`config.mk`:
```
export PLATFORM = sky130hd
export DESIGN_NAME = obc_option_loader
export DESIGN_NICKNAME = d
export VERILOG_FILES = /design/src/obc_pkg.sv /design/src/obc_option_cells.sv /design/src/obc_option_decode.sv /design/src/obc_option_loader.sv
export VERILOG_INCLUDE_DIRS = /design/src
export SDC_FILE = /design/constraint.sdc
export NUM_CORES = 1
export LEC_CHECK = 0
export ABC_AREA = 1
export BUFFER_PORTS_ARGS = -buffer_cell sky130_fd_sc_hd__buf_2
export CAP_MARGIN = 20
export CELL_PAD_IN_SITES_DETAIL_PLACEMENT = 1
export CELL_PAD_IN_SITES_GLOBAL_PLACEMENT = 2
export CORE_UTILIZATION = 24
export CTS_CLUSTER_SIZE = 28
export DETAILED_ROUTE_END_ITERATION = 8
export GPL_TIMING_DRIVEN = 0
export HOLD_SLACK_MARGIN = 0.12
export PLACE_DENSITY_LB_ADDON = 0.3
export SLEW_MARGIN = 20
export SYNTH_ARGS = -nofsm -noshare
export SYNTH_HDL_FRONTEND = slang
export SYNTH_SLANG_ARGS = --single-unit
```
`constraint.sdc`:
```
create_clock -name clk_sys_i -period 1.24 [get_ports clk_sys_i]
set_input_delay 0.186 -clock clk_sys_i [delete_from_list [all_inputs] [get_ports clk_sys_i]]
set_output_delay 0.186 -clock clk_sys_i [all_outputs]
set_load 0.02 [all_outputs]
```
`src/obc_params.svh`:
```
// Constants for the option byte configuration loader.
`ifndef OBC_PARAMS_SVH
`define OBC_PARAMS_SVH

// ****************************************
// Register map
// ****************************************
`define OBC_REG_CTRL 8'h00
`define OBC_REG_STATUS 8'h04
`define OBC_CTRL_RELOAD 0
`define OBC_CTRL_CLR_ERASED 1
`define OBC_STAT_LOADED 0
`define OBC_STAT_PROG_MODE 1
`define OBC_STAT_ERASED 2
`define OBC_STAT_PENDING 3
`define OBC_WORD_ZERO 32'h0000_0000

// ****************************************
// Option byte values and addresses
// ****************************************
`define OBC_BLANK_BYTE 8'hFF
`define OBC_ERASED_BYTE 8'h00
`define OBC_ADDR_BYTE0 1'b0
`define OBC_ADDR_BYTE1 1'b1

// ****************************************
// Option byte 0 fields
// ****************************************
`define OBC_B0_PKG 1
`define OBC_B0_PROTECT 0

// ****************************************
// Option byte 1 fields
// ****************************************
`define OBC_B1_SUPERVISOR_OFF 7
`define OBC_B1_SRC_HI 6
`define OBC_B1_SRC_LO 4
`define OBC_B1_BOR_HI 3
`define OBC_B1_BOR_LO 2
`define OBC_B1_HALT 1
`define OBC_B1_SOFT_WATCHDOG 0

// ****************************************
// Field encodings
// ****************************************
`define OBC_SRC_CODE_EXT 3'b111
`define OBC_SRC_CODE_IRC 3'b110
`define OBC_SRC_CODE_ERC 3'b10?
`define OBC_SRC_CODE_LOW_DRIVE 3'b011
`define OBC_SRC_CODE_MID_DRIVE 3'b010
`define OBC_SRC_CODE_MID_SPEED 3'b001
`define OBC_SRC_CODE_FAST 3'b000
`define OBC_BOR_OFF 2'b11
`define OBC_BOR_HIGH 2'b10
`define OBC_BOR_MID 2'b01
`define OBC_BOR_LOW 2'b00

`endif

```
`src/obc_pkg.sv`:
```
// Types shared by the option byte configuration loader.
package obc_pkg;

  typedef enum logic [2:0] {
    OBC_SRC_EXT_CLOCK,
    OBC_SRC_INTERNAL_RC,
    OBC_SRC_EXTERNAL_RC,
    OBC_SRC_LOW_DRIVE_RESONATOR,
    OBC_SRC_MID_DRIVE_RESONATOR,
    OBC_SRC_MID_SPEED_RESONATOR,
    OBC_SRC_FAST_RESONATOR
  } obc_clk_src_t;

  typedef enum logic [1:0] {
    OBC_BOR_DET_OFF,
    OBC_BOR_DET_HIGH,
    OBC_BOR_DET_MID,
    OBC_BOR_DET_LOW
  } obc_bor_t;

  typedef struct packed {
    logic pkg_wide;
    logic full_readout_protect;
    logic clock_supervisor_off;
    obc_clk_src_t clock_source_select;
    obc_bor_t brownout_level_select;
    logic halt_reset_on_watchdog;
    logic soft_watchdog_select;
  } obc_cfg_t;

  typedef struct packed {
    logic req;
    logic we;
    logic addr;
    logic [7:0] wdata;
  } obc_prog_req_t;

  typedef struct packed {
    logic [7:0] byte0;
    logic [7:0] byte1;
    logic [7:0] rdata;
    logic ack;
    logic err;
    logic erase;
  } obc_cells_st_t;

  typedef struct packed {
    obc_cfg_t cfg;
    logic loaded;
    logic load_pend;
    logic erased;
    logic [31:0] prdata;
    logic slverr;
  } obc_top_st_t;

endpackage : obc_pkg

```
`src/obc_option_cells.sv`:
```
// Option byte storage with the programming-mode access port.
`timescale 1ns/1ns
`include "obc_params.svh"

module obc_option_cells #(
  parameter bit MASK_CODED = 1'b0,
  parameter logic [7:0] MASK_BYTE0 = `OBC_BLANK_BYTE,
  parameter logic [7:0] MASK_BYTE1 = `OBC_BLANK_BYTE
) (
  // Clock and reset
  input wire logic clk_sys_i,
  input wire logic reset_n_i,
  // Programming port
  input wire logic prog_mode_i,
  input wire obc_pkg::obc_prog_req_t prog_req_i,
  output logic [7:0] prog_rdata_o,
  output logic prog_ack_o,
  output logic prog_err_o,
  // Stored bytes and erase event
  output logic [7:0] byte0_o,
  output logic [7:0] byte1_o,
  output logic erase_o
);

  obc_pkg::obc_cells_st_t s_r;
  obc_pkg::obc_cells_st_t s_nxt;
  logic [7:0] eff0;
  logic [7:0] eff1;

  // Mask parts take the bytes from the factory code, never from cells.
  assign eff0 = MASK_CODED ? MASK_BYTE0 : s_r.byte0;
  assign eff1 = MASK_CODED ? MASK_BYTE1 : s_r.byte1;

  always_comb begin
    s_nxt = s_r;
    s_nxt.ack = 1'b0;
    s_nxt.err = 1'b0;
    s_nxt.erase = 1'b0;
    if (prog_req_i.req) begin
      if (!prog_mode_i || (prog_req_i.we && MASK_CODED)) begin
        s_nxt.err = 1'b1;
      end else begin
        s_nxt.ack = 1'b1;
        if (!prog_req_i.we) begin
          s_nxt.rdata = (prog_req_i.addr == `OBC_ADDR_BYTE1) ? eff1 : eff0;
        end else if (prog_req_i.addr == `OBC_ADDR_BYTE1) begin
          s_nxt.byte1 = prog_req_i.wdata;
        end else if (s_r.byte0[`OBC_B0_PROTECT] &&
                     !prog_req_i.wdata[`OBC_B0_PROTECT]) begin
          // Dropping protection wipes the option bytes with the array.
          s_nxt.byte0 = `OBC_ERASED_BYTE;
          s_nxt.byte1 = `OBC_ERASED_BYTE;
          s_nxt.erase = 1'b1;
        end else begin
          s_nxt.byte0 = prog_req_i.wdata;
        end
      end
    end
  end

  // Flip-flops stand in for the nonvolatile cells; the reset value is
  // the blank content of a part as shipped.
  always_ff @(posedge clk_sys_i or negedge reset_n_i) begin
    if (!reset_n_i) begin
      s_r <= '{byte0: `OBC_BLANK_BYTE, byte1: `OBC_BLANK_BYTE,
               rdata: `OBC_ERASED_BYTE, ack: 1'b0, err: 1'b0,
               erase: 1'b0};
    end else begin
      s_r <= s_nxt;
    end
  end

  assign byte0_o = eff0;
  assign byte1_o = eff1;
  assign prog_rdata_o = s_r.rdata;
  assign prog_ack_o = s_r.ack;
  assign prog_err_o = s_r.err;
  assign erase_o = s_r.erase;

endmodule : obc_option_cells

```
`src/obc_option_decode.sv`:
```
// Combinational decode of the two option bytes into settings.
`timescale 1ns/1ns
`include "obc_params.svh"

module obc_option_decode (
  // Raw option bytes
  input wire logic [7:0] byte0_i,
  input wire logic [7:0] byte1_i,
  // Decoded settings
  output obc_pkg::obc_cfg_t cfg_o
);

  logic [2:0] src_code;
  logic [1:0] bor;

  assign src_code = byte1_i[`OBC_B1_SRC_HI:`OBC_B1_SRC_LO];
  assign bor = byte1_i[`OBC_B1_BOR_HI:`OBC_B1_BOR_LO];

  always_comb begin
    // Bits 7 to 2 of byte 0 are never looked at.
    cfg_o.pkg_wide = byte0_i[`OBC_B0_PKG];
    cfg_o.full_readout_protect = byte0_i[`OBC_B0_PROTECT];
    cfg_o.clock_supervisor_off = byte1_i[`OBC_B1_SUPERVISOR_OFF];
    cfg_o.halt_reset_on_watchdog = byte1_i[`OBC_B1_HALT];
    cfg_o.soft_watchdog_select = byte1_i[`OBC_B1_SOFT_WATCHDOG];
    casez (src_code)
      `OBC_SRC_CODE_EXT: begin
        cfg_o.clock_source_select = obc_pkg::OBC_SRC_EXT_CLOCK;
      end
      `OBC_SRC_CODE_IRC: begin
        cfg_o.clock_source_select = obc_pkg::OBC_SRC_INTERNAL_RC;
      end
      `OBC_SRC_CODE_ERC: begin
        cfg_o.clock_source_select = obc_pkg::OBC_SRC_EXTERNAL_RC;
      end
      `OBC_SRC_CODE_LOW_DRIVE: begin
        cfg_o.clock_source_select = obc_pkg::OBC_SRC_LOW_DRIVE_RESONATOR;
      end
      `OBC_SRC_CODE_MID_DRIVE: begin
        cfg_o.clock_source_select = obc_pkg::OBC_SRC_MID_DRIVE_RESONATOR;
      end
      `OBC_SRC_CODE_MID_SPEED: begin
        cfg_o.clock_source_select = obc_pkg::OBC_SRC_MID_SPEED_RESONATOR;
      end
      default: cfg_o.clock_source_select = obc_pkg::OBC_SRC_FAST_RESONATOR;
    endcase
    case (bor)
      `OBC_BOR_OFF: cfg_o.brownout_level_select = obc_pkg::OBC_BOR_DET_OFF;
      `OBC_BOR_HIGH: cfg_o.brownout_level_select = obc_pkg::OBC_BOR_DET_HIGH;
      `OBC_BOR_MID: cfg_o.brownout_level_select = obc_pkg::OBC_BOR_DET_MID;
      default: cfg_o.brownout_level_select = obc_pkg::OBC_BOR_DET_LOW;
    endcase
  end

endmodule : obc_option_decode

```
`src/obc_option_loader.sv`:
```
// Top of the option byte configuration loader with its APB slave.
`timescale 1ns/1ns
`include "obc_params.svh"

// ****************************************
// Option byte configuration loader
// ****************************************
// Functional notes
// - The option bytes have no bus address, so software can never read or write them.
// - The option bytes are reachable only in programming mode, which the programmer enters first.
// - Blank programmable parts hold all-ones in both option bytes.
// - Mask-coded parts take the option values from fixed factory code that cannot be changed.
// - Byte 0 bit 1 selects the package: 0 for the 42/44-pin and 1 for the 56/64-pin arrangement.
// - Byte 0 bit 0 set blocks external read-out of program memory, cleared leaves it readable.
// - Clearing the read-out protection bit erases the program memory and option bytes to zero.
// - The read-out protection never blocks reading of the data nonvolatile memory.
// - Byte 1 bit 7 at 0 enables the clock supervisor and at 1 disables it.
// - Byte 1 bits 6 to 4 select the source that drives the main oscillator.
// - The source field decodes 111 external clock, 110 internal RC, 10x external RC, 011 low drive, 010 mid drive, 001 mid speed, 000 fast resonator.
// - Byte 1 bits 3 and 2 enable the brownout detector and select its threshold.
// - The brownout field decodes 11 off, 10 highest, 01 medium and 00 lowest threshold.
// - Byte 1 bit 1 at 1 makes halt with the watchdog running cause a reset, at 0 not.
// - Byte 1 bit 0 at 0 keeps the watchdog always on, at 1 leaves enabling to software.
module obc_option_loader #(
  parameter bit MASK_CODED = 1'b0,
  parameter logic [7:0] MASK_BYTE0 = `OBC_BLANK_BYTE,
  parameter logic [7:0] MASK_BYTE1 = `OBC_BLANK_BYTE
) (
  // Clock and reset
  input wire logic clk_sys_i,
  input wire logic reset_n_i,
  // APB slave
  input wire logic psel_i,
  input wire logic penable_i,
  input wire logic pwrite_i,
  input wire logic [7:0] paddr_i,
  input wire logic [31:0] pwdata_i,
  input wire logic [3:0] pstrb_i,
  output logic [31:0] prdata_o,
  output logic pready_o,
  output logic pslverr_o,
  // Programming port
  input wire logic prog_mode_i,
  input wire obc_pkg::obc_prog_req_t prog_req_i,
  output logic [7:0] prog_rdata_o,
  output logic prog_ack_o,
  output logic prog_err_o,
  // Decoded configuration
  output obc_pkg::obc_cfg_t cfg_o,
  output logic cfg_valid_o,
  // Memory access controls
  output logic prog_mem_read_allow_o,
  output logic data_nvm_read_allow_o,
  output logic prog_mem_erase_o
);

  // ****************************************
  // Option byte storage and decode
  // ****************************************
  logic [7:0] opt_byte0;
  logic [7:0] opt_byte1;
  logic erase_evt;
  obc_pkg::obc_cfg_t cfg_dec;

  // The only way to the option bytes is this port, gated by the
  // programming mode inside the storage.
  obc_option_cells #(
    .MASK_CODED(MASK_CODED),
    .MASK_BYTE0(MASK_BYTE0),
    .MASK_BYTE1(MASK_BYTE1)
  ) u_cells (
    .clk_sys_i(clk_sys_i),
    .reset_n_i(reset_n_i),
    .prog_mode_i(prog_mode_i),
    .prog_req_i(prog_req_i),
    .prog_rdata_o(prog_rdata_o),
    .prog_ack_o(prog_ack_o),
    .prog_err_o(prog_err_o),
    .byte0_o(opt_byte0),
    .byte1_o(opt_byte1),
    .erase_o(erase_evt)
  );

  obc_option_decode u_decode (
    .byte0_i(opt_byte0),
    .byte1_i(opt_byte1),
    .cfg_o(cfg_dec)
  );

  // ****************************************
  // APB access decode
  // ****************************************
  logic setup_ph;
  logic access_ph;
  logic hit_ctrl;
  logic hit_status;
  logic wr_ctrl;
  logic reload_req;
  logic clr_erased;

  assign setup_ph = psel_i && !penable_i;
  assign access_ph = psel_i && penable_i;
  assign hit_ctrl = (paddr_i == `OBC_REG_CTRL);
  assign hit_status = (paddr_i == `OBC_REG_STATUS);
  // Byte lane 0 carries every control bit.
  assign wr_ctrl = access_ph && pwrite_i && hit_ctrl && pstrb_i[0];
  assign reload_req = wr_ctrl && pwdata_i[`OBC_CTRL_RELOAD];
  assign clr_erased = wr_ctrl && pwdata_i[`OBC_CTRL_CLR_ERASED];

  // ****************************************
  // State update
  // ****************************************
  obc_pkg::obc_top_st_t s_r;
  obc_pkg::obc_top_st_t s_nxt;
  logic [31:0] status_word;

  // Status shows only loader state and the programming mode input; the option
  // values themselves never appear on the bus.
  always_comb begin
    status_word = `OBC_WORD_ZERO;
    status_word[`OBC_STAT_LOADED] = s_r.loaded;
    status_word[`OBC_STAT_PROG_MODE] = prog_mode_i;
    status_word[`OBC_STAT_ERASED] = s_r.erased;
    status_word[`OBC_STAT_PENDING] = s_r.load_pend;
  end

  always_comb begin
    s_nxt = s_r;
    // Settings are taken over one cycle after a request, so that all
    // consumers see a whole new set at once and never a mix.
    if (s_r.load_pend) begin
      s_nxt.cfg = cfg_dec;
      s_nxt.loaded = 1'b1;
      s_nxt.load_pend = 1'b0;
    end
    if (reload_req) begin
      s_nxt.load_pend = 1'b1;
    end
    // An erase drops protection at once, so the settings follow it.
    if (erase_evt) begin
      s_nxt.load_pend = 1'b1;
    end
    // A fresh erase wins over a clear in the same cycle.
    if (clr_erased) begin
      s_nxt.erased = 1'b0;
    end
    if (erase_evt) begin
      s_nxt.erased = 1'b1;
    end
    // Read data and error are fixed in the setup cycle, ready in access.
    if (setup_ph) begin
      s_nxt.slverr = !(hit_ctrl || hit_status);
      if (!pwrite_i && hit_status) begin
        s_nxt.prdata = status_word;
      end else begin
        s_nxt.prdata = `OBC_WORD_ZERO;
      end
    end
  end

  always_ff @(posedge clk_sys_i or negedge reset_n_i) begin
    if (!reset_n_i) begin
      s_r <= '{cfg: '0, loaded: 1'b0, load_pend: 1'b1, erased: 1'b0,
               prdata: `OBC_WORD_ZERO, slverr: 1'b0};
    end else begin
      s_r <= s_nxt;
    end
  end

  // ****************************************
  // Outputs
  // ****************************************
  assign prdata_o = s_r.prdata;
  assign pready_o = access_ph;
  assign pslverr_o = access_ph && s_r.slverr;
  assign cfg_o = s_r.cfg;
  assign cfg_valid_o = s_r.loaded;
  // Until the first load the program memory stays closed to the outside.
  assign prog_mem_read_allow_o =
    s_r.loaded && !s_r.cfg.full_readout_protect;
  assign data_nvm_read_allow_o = 1'b1;
  assign prog_mem_erase_o = erase_evt;

endmodule : obc_option_loader

```
## Word-level counts from Yosys, hierarchy flattened

Cells that the tools add are included.
Widths: inputs -> output; s select.

| word-level totals | value |
|---|---|
| logic and storage cells | 71 |
| register bits | 73 |
| memories kept | 0 |
| bits in read-only memories | 0 |
| output and inout bits | 58 |
| RAM bits | 0 |
| bits in latches | 0 |

| cells by class | value |
|---|---|
| div/mod/pow operators | 0 |
| magnitude comparators | 0 |
| bitwise gates (word level) | 2 |
| equal/unequal tests | 10 |
| $add $sub $neg | 0 |
| reductions and logical operators | 23 |
| shift operators | 0 |
| muxes and demuxes | 18 |
| multiply operators | 0 |

Operators with widths:

| cell | count |
|---|---|
| $mux 8 | 4 |
| $pmux 3 s6 | 1 |
| $logic_and 1x1->1 | 11 |
| $mux 1 | 10 |
| $eq 8x3->1 const B | 1 |
| $logic_not 8->1 | 1 |
| $reduce_and 4->1 | 2 |
| $eq 2x2->1 const B | 3 |
| $eq 3x2->1 const B | 2 |
| $eq 3x3->1 const B | 2 |
| $pmux 2 s3 | 1 |
| $logic_not 1->1 | 5 |
| $mux 4 | 1 |
| $reduce_bool 2->1 | 2 |
| $eq 3x1->1 const B | 1 |
| $mux 3 | 1 |
| $reduce_and 3->1 | 1 |
| $eq 2x1->1 const B | 1 |
| $not 1->1 | 2 |
| $logic_or 1x1->1 | 1 |

## Depth between registers and ports, before layout

| logic depth | value |
|---|---|
| depth in word-level cells | 7 |
| gate-level depth with buffers | 7 |
| gate-level depth less buffers | 7 |

## Cells and area by module

Synthesis repeated with hierarchy kept, for this count alone.

| unflattened totals | value |
|---|---|
| cell total of the unflattened synthesis | 328 |
| area total of the unflattened synthesis | 2453.6 µm² |

Modules (own cells, without submodules):

| module | sequential area each (µm²) | times used | cells each | area an instance (µm²) |
|---|---|---|---|---|
| obc_option_cells | 695.7 | 1 | 157 | 1221.2 |
| obc_option_loader | 451.7 | 1 | 151 | 1134.8 |
| obc_option_decode | 0.0 | 1 | 20 | 97.6 |

## Least setup slack after synthesis

OpenSTA, ideal clock, no wires.

| timing path | value |
|---|---|
| kind | register to output |
| start point | register s_r, in the netlist cfg_valid_o |
| end point | output port prog_mem_read_allow_o |
| arrival time | 0.812 ns |
| cell stages (with the launch flop) | 3 |
| setup slack | 0.242 ns |
| cells stage by stage | dfrtp_1 inv_1 nor2_1 |

| on the way | value |
|---|---|
| longest elaborated chain between the ends | 1 |

RTL lines:

| element | RTL line | text |
|---|---|---|
| start: declaration | obc_option_loader.sv:113 | `obc_pkg::obc_top_st_t s_r;` |
| start signal: assignment | obc_option_loader.sv:163 | `s_r <= '{cfg: '0, loaded: 1'b0, load_pend: 1'b1, erased: 1'b0,` |
| start signal: assignment | obc_option_loader.sv:166 | `s_r <= s_nxt;` |
| $logic_and 1x1->1 | obc_option_loader.sv:180 | `s_r.loaded && !s_r.cfg.full_readout_protect;` |
| end: declaration | obc_option_loader.sv:52 | `output logic prog_mem_read_allow_o,` |

No other way between the ends.

## Worst setup path after layout

| timing path | value |
|---|---|
| start point | register s_r, in the netlist cfg_o[8] |
| end point | output port cfg_o[8] (netlist name) |

RTL lines:

| element | RTL line | text |
|---|---|---|
| end: declaration | obc_option_loader.sv:49 | `output obc_pkg::obc_cfg_t cfg_o,` |

No word-level cell between the ends.

==> impl_metrics.ini <==
[final_layout]
layout_commonest_cell = nand2_1
areaGrowthSynthToFinish_pct = 31.3
fraction_of_final_layout_cells_sized_beyond_drive_strength_1 = 0.374
insertedDiodeCount = 0
layoutNonFillerInstCount = 503
final_util = 0.329
final_cell_area_sq_um = 3060
fillCellCount = 1152
leading_cell_types_in_the_layout_fill_and_taps_excluded = nand2_1 (76), buf_2 (54), buf_4 (45)
nNetsFinal = 434

[power_and_ir_drop]
pwr-share-seq = 0.476
p_clk_frac = 0.216
power.density_cell_area_nw_per_um2 = 1370
comb_power_share = 0.308
irDropWorstVdd_mv = 0.434
p_int_mw = 2.78
switching_power_mw = 1.42
switching_share = 0.339
power.static_leakage_nw = 1.63

[timing]
report.final.setup_viol = 0
layout_min_cycle_time_ps = 1190
timing.final.crit_share = 0.959
final_hold_viol_count = 0
slew_headroom = 0.607
grt_setup_unrepaired = false
fin_worst_skew_ps = 7.58
worst_slew_pin_slew_ps = 590
setup_tns_ps = 0
fmax_ghz = 0.841
number_of_max_slew_violations_in_the_final_report = 0
final.hold.worst_slack_ps = 134

[route]
first_iter_violations = 59
ant_nets = 0
detail_route.wirelength_um = 5750
detail_route.drc_violations = 0
num_vias = 1903
first_pass_iters = 4
avgRoutedWirePerCell_um = 11.4
drt-vias-per-instance = 3.78

[worst_setup_path]
max_stage_delay_on_crit_path_ps = 410
critPathKind = flop to output pin
cpLargestDelayFamily = flip-flops
critical_path.endpoint_type = output pin
worst-endpoint-required_ps = 1050
timing.critical_path.cells = buf_4 > buf_2
critPathBufInv = 2
worst_ep_arrival_time_ps = 1000
startpoint_type = flop
worst_path_max_delay_cell = dfrtp_1
critPathMaxFanout = 3

[clocking]
cts_post_setup_buffers_inserted = 0
cts.reportedPaths.clkPinSlew_ps = 90
clk_path_buf_depth = 2
cts-buffers-inserted = 5
cts_sinks = 45
cts_root_buf = clkbuf_8
clkLatencyLatePin_ps = 300
tritoncts = built
cts_htree_levels = 2

[synthesis]
synth_cell_type_count = 23
syn_inst = 274
synth_warnings = 0
synth_seq_area_share = 0.492
ys_seq_elements = 45
synthDominantCellAreaShare = 0.300
yosys.area.top_type = dfrtp_1
post_synth_main_area_contributors = dfrtp_1 (30%), dfstp_2 (19%), buf_4 (14%)
asyncSetResetFlopFracSynth = 1.00
number_of_enable_type_register_cells_in_the_synthesized_netlist = 0
dominantRegCellSynth = dfrtp_1
post_synth.cell_area_avg_sq_um = 8.52
mappedNetlistArea_sq_um = 2330

[placed_design]
post_dp_cell_area_sq_um = 2870
place.gp.congestion = 0.718
post-place-cells = 485
numPortBuffers = 55
place_hpwl_um = 4270

[global_route]
grt_start_max_net_pins = 46
grt_pass1_wl_um = 9490
grt_antenna_before_repair = 0
global_route.usage.total = 0.122
grt-ovfl-total = 0
vias_in_the_first_global_route = 1885

[floorplanning]
dieWidth_um = 101
die-area_sq_um = 10100
fp.dieH_um = 101
placeableCoreArea_sq_um = 9330
number_of_rows_in_the_core_area = 35
initial_utilization = 0.250
ports = 119

[run]
maxCapViolations = 0

[outcome]
status = completed

[worst_hold_path]
timing.hold.worst.class = primary input to flop
## worst paths after layout
path | start | to | slack (ps) | cells past startpoint
min reg2reg | u_cells.byte0_o[7] | u_cells.byte0_o[7] | 470 | 2
min in group asynchronous | reset_n_i | s_r[33] | 430 | 2
max in group asynchronous | reset_n_i | u_cells.byte0_o[2] | 410 | 2
max reg2reg | u_cells.byte0_o[0] | u_cells.byte1_o[0] | 100 | 3
max | cfg_o[8] | cfg_o[8] | 50 | 2
min | prog_req_i[0] | u_cells.byte0_o[0] | 130 | 3
## synthesized netlist by cell type (3+ instances only)
master / n
a31oi_1: 7
buf_4: 43
dfrtp_1: 28
dfstp_2: 17
inv_1: 24
nand2_1: 76
nand3_1: 11
nor2_1: 24
nor2_4: 3
o21ai_0: 22
## metal layers
metal,global-route usage,vias to the layer above,wire [um]
met2,0.213,51,2890
met5,0,-,0
met1,0.151,874,2550
met4,0.0401,0,83
li1,-,973,-
met3,0.0215,5,231
## power by group through the flow
stage	clock network [mW]	logic, mW	registers [mW]
2_1_floorplan	0	0.844	2.05
3_3_place_gp	0	1.25	2.02
3_5_place_dp	0	1.28	2.03
4_1_cts	0.942	1.30	2.00
5_1_grt	0.992	1.44	2.05
6_report	0.908	1.29	2.00
## flip-flops by register name, indices dropped and copies added (netlist names)
| name | flops |
|---|---|
| u_cells.byte1_o | 8 |
| prdata_o | 4 |
| cfg_o | 10 |
| u_cells.erase_o | 1 |
| u_cells.prog_ack_o | 1 |
| u_cells.byte0_o | 8 |
| u_cells.prog_err_o | 1 |
| s_r | 3 |
| cfg_valid_o | 1 |
| u_cells.prog_rdata_o | 8 |
## what timing repair did
| action | CTS | global route |
|---|---|---|
| endpoints found under the hold margin | 36 | 28 |
| endpoints found under the setup margin | 0 | 5 |
| hold buffers | 9 | 1 |
| resized for setup | 0 | 4 |
## through the flow
step	setup WS (ps)	total power, mW
after floorplan	242	2.90
after global placement	111	3.27
after detailed placement	108	3.31
after CTS	50.6	4.25
after global routing	4.61	4.48
final	51.3	4.20
## worst reg2reg max path: stages (launching register included)
cell     delay [ps]
dfstp_2         560
nand2_1         120
a21oi_4         260
o21ai_0         130
## layout make-up
class	instances	area, sq um	share of cell area
sequential	45	1150	0.374
multi-input combinational	180	818	0.267
tap	129	161	0.0527
inverter	28	110	0.0359
clock inverter	1	7.51	0.00245
clock buffer	7	76.3	0.0249
buffer	48	363	0.118
timing repair buffer	65	380	0.124
## cell families (layout without fill, tap and decap cells)
logic type,after synthesis,after routing,synth area share
AND/OR/NAND/NOR,120,120,0.225
buffers and inverters,76,149,0.202
flip-flops,45,45,0.492
AO/OA/AOI/OAI,31,31,0.0783
other,2,29,0.00322
Power figures use the tool's default switching activity.
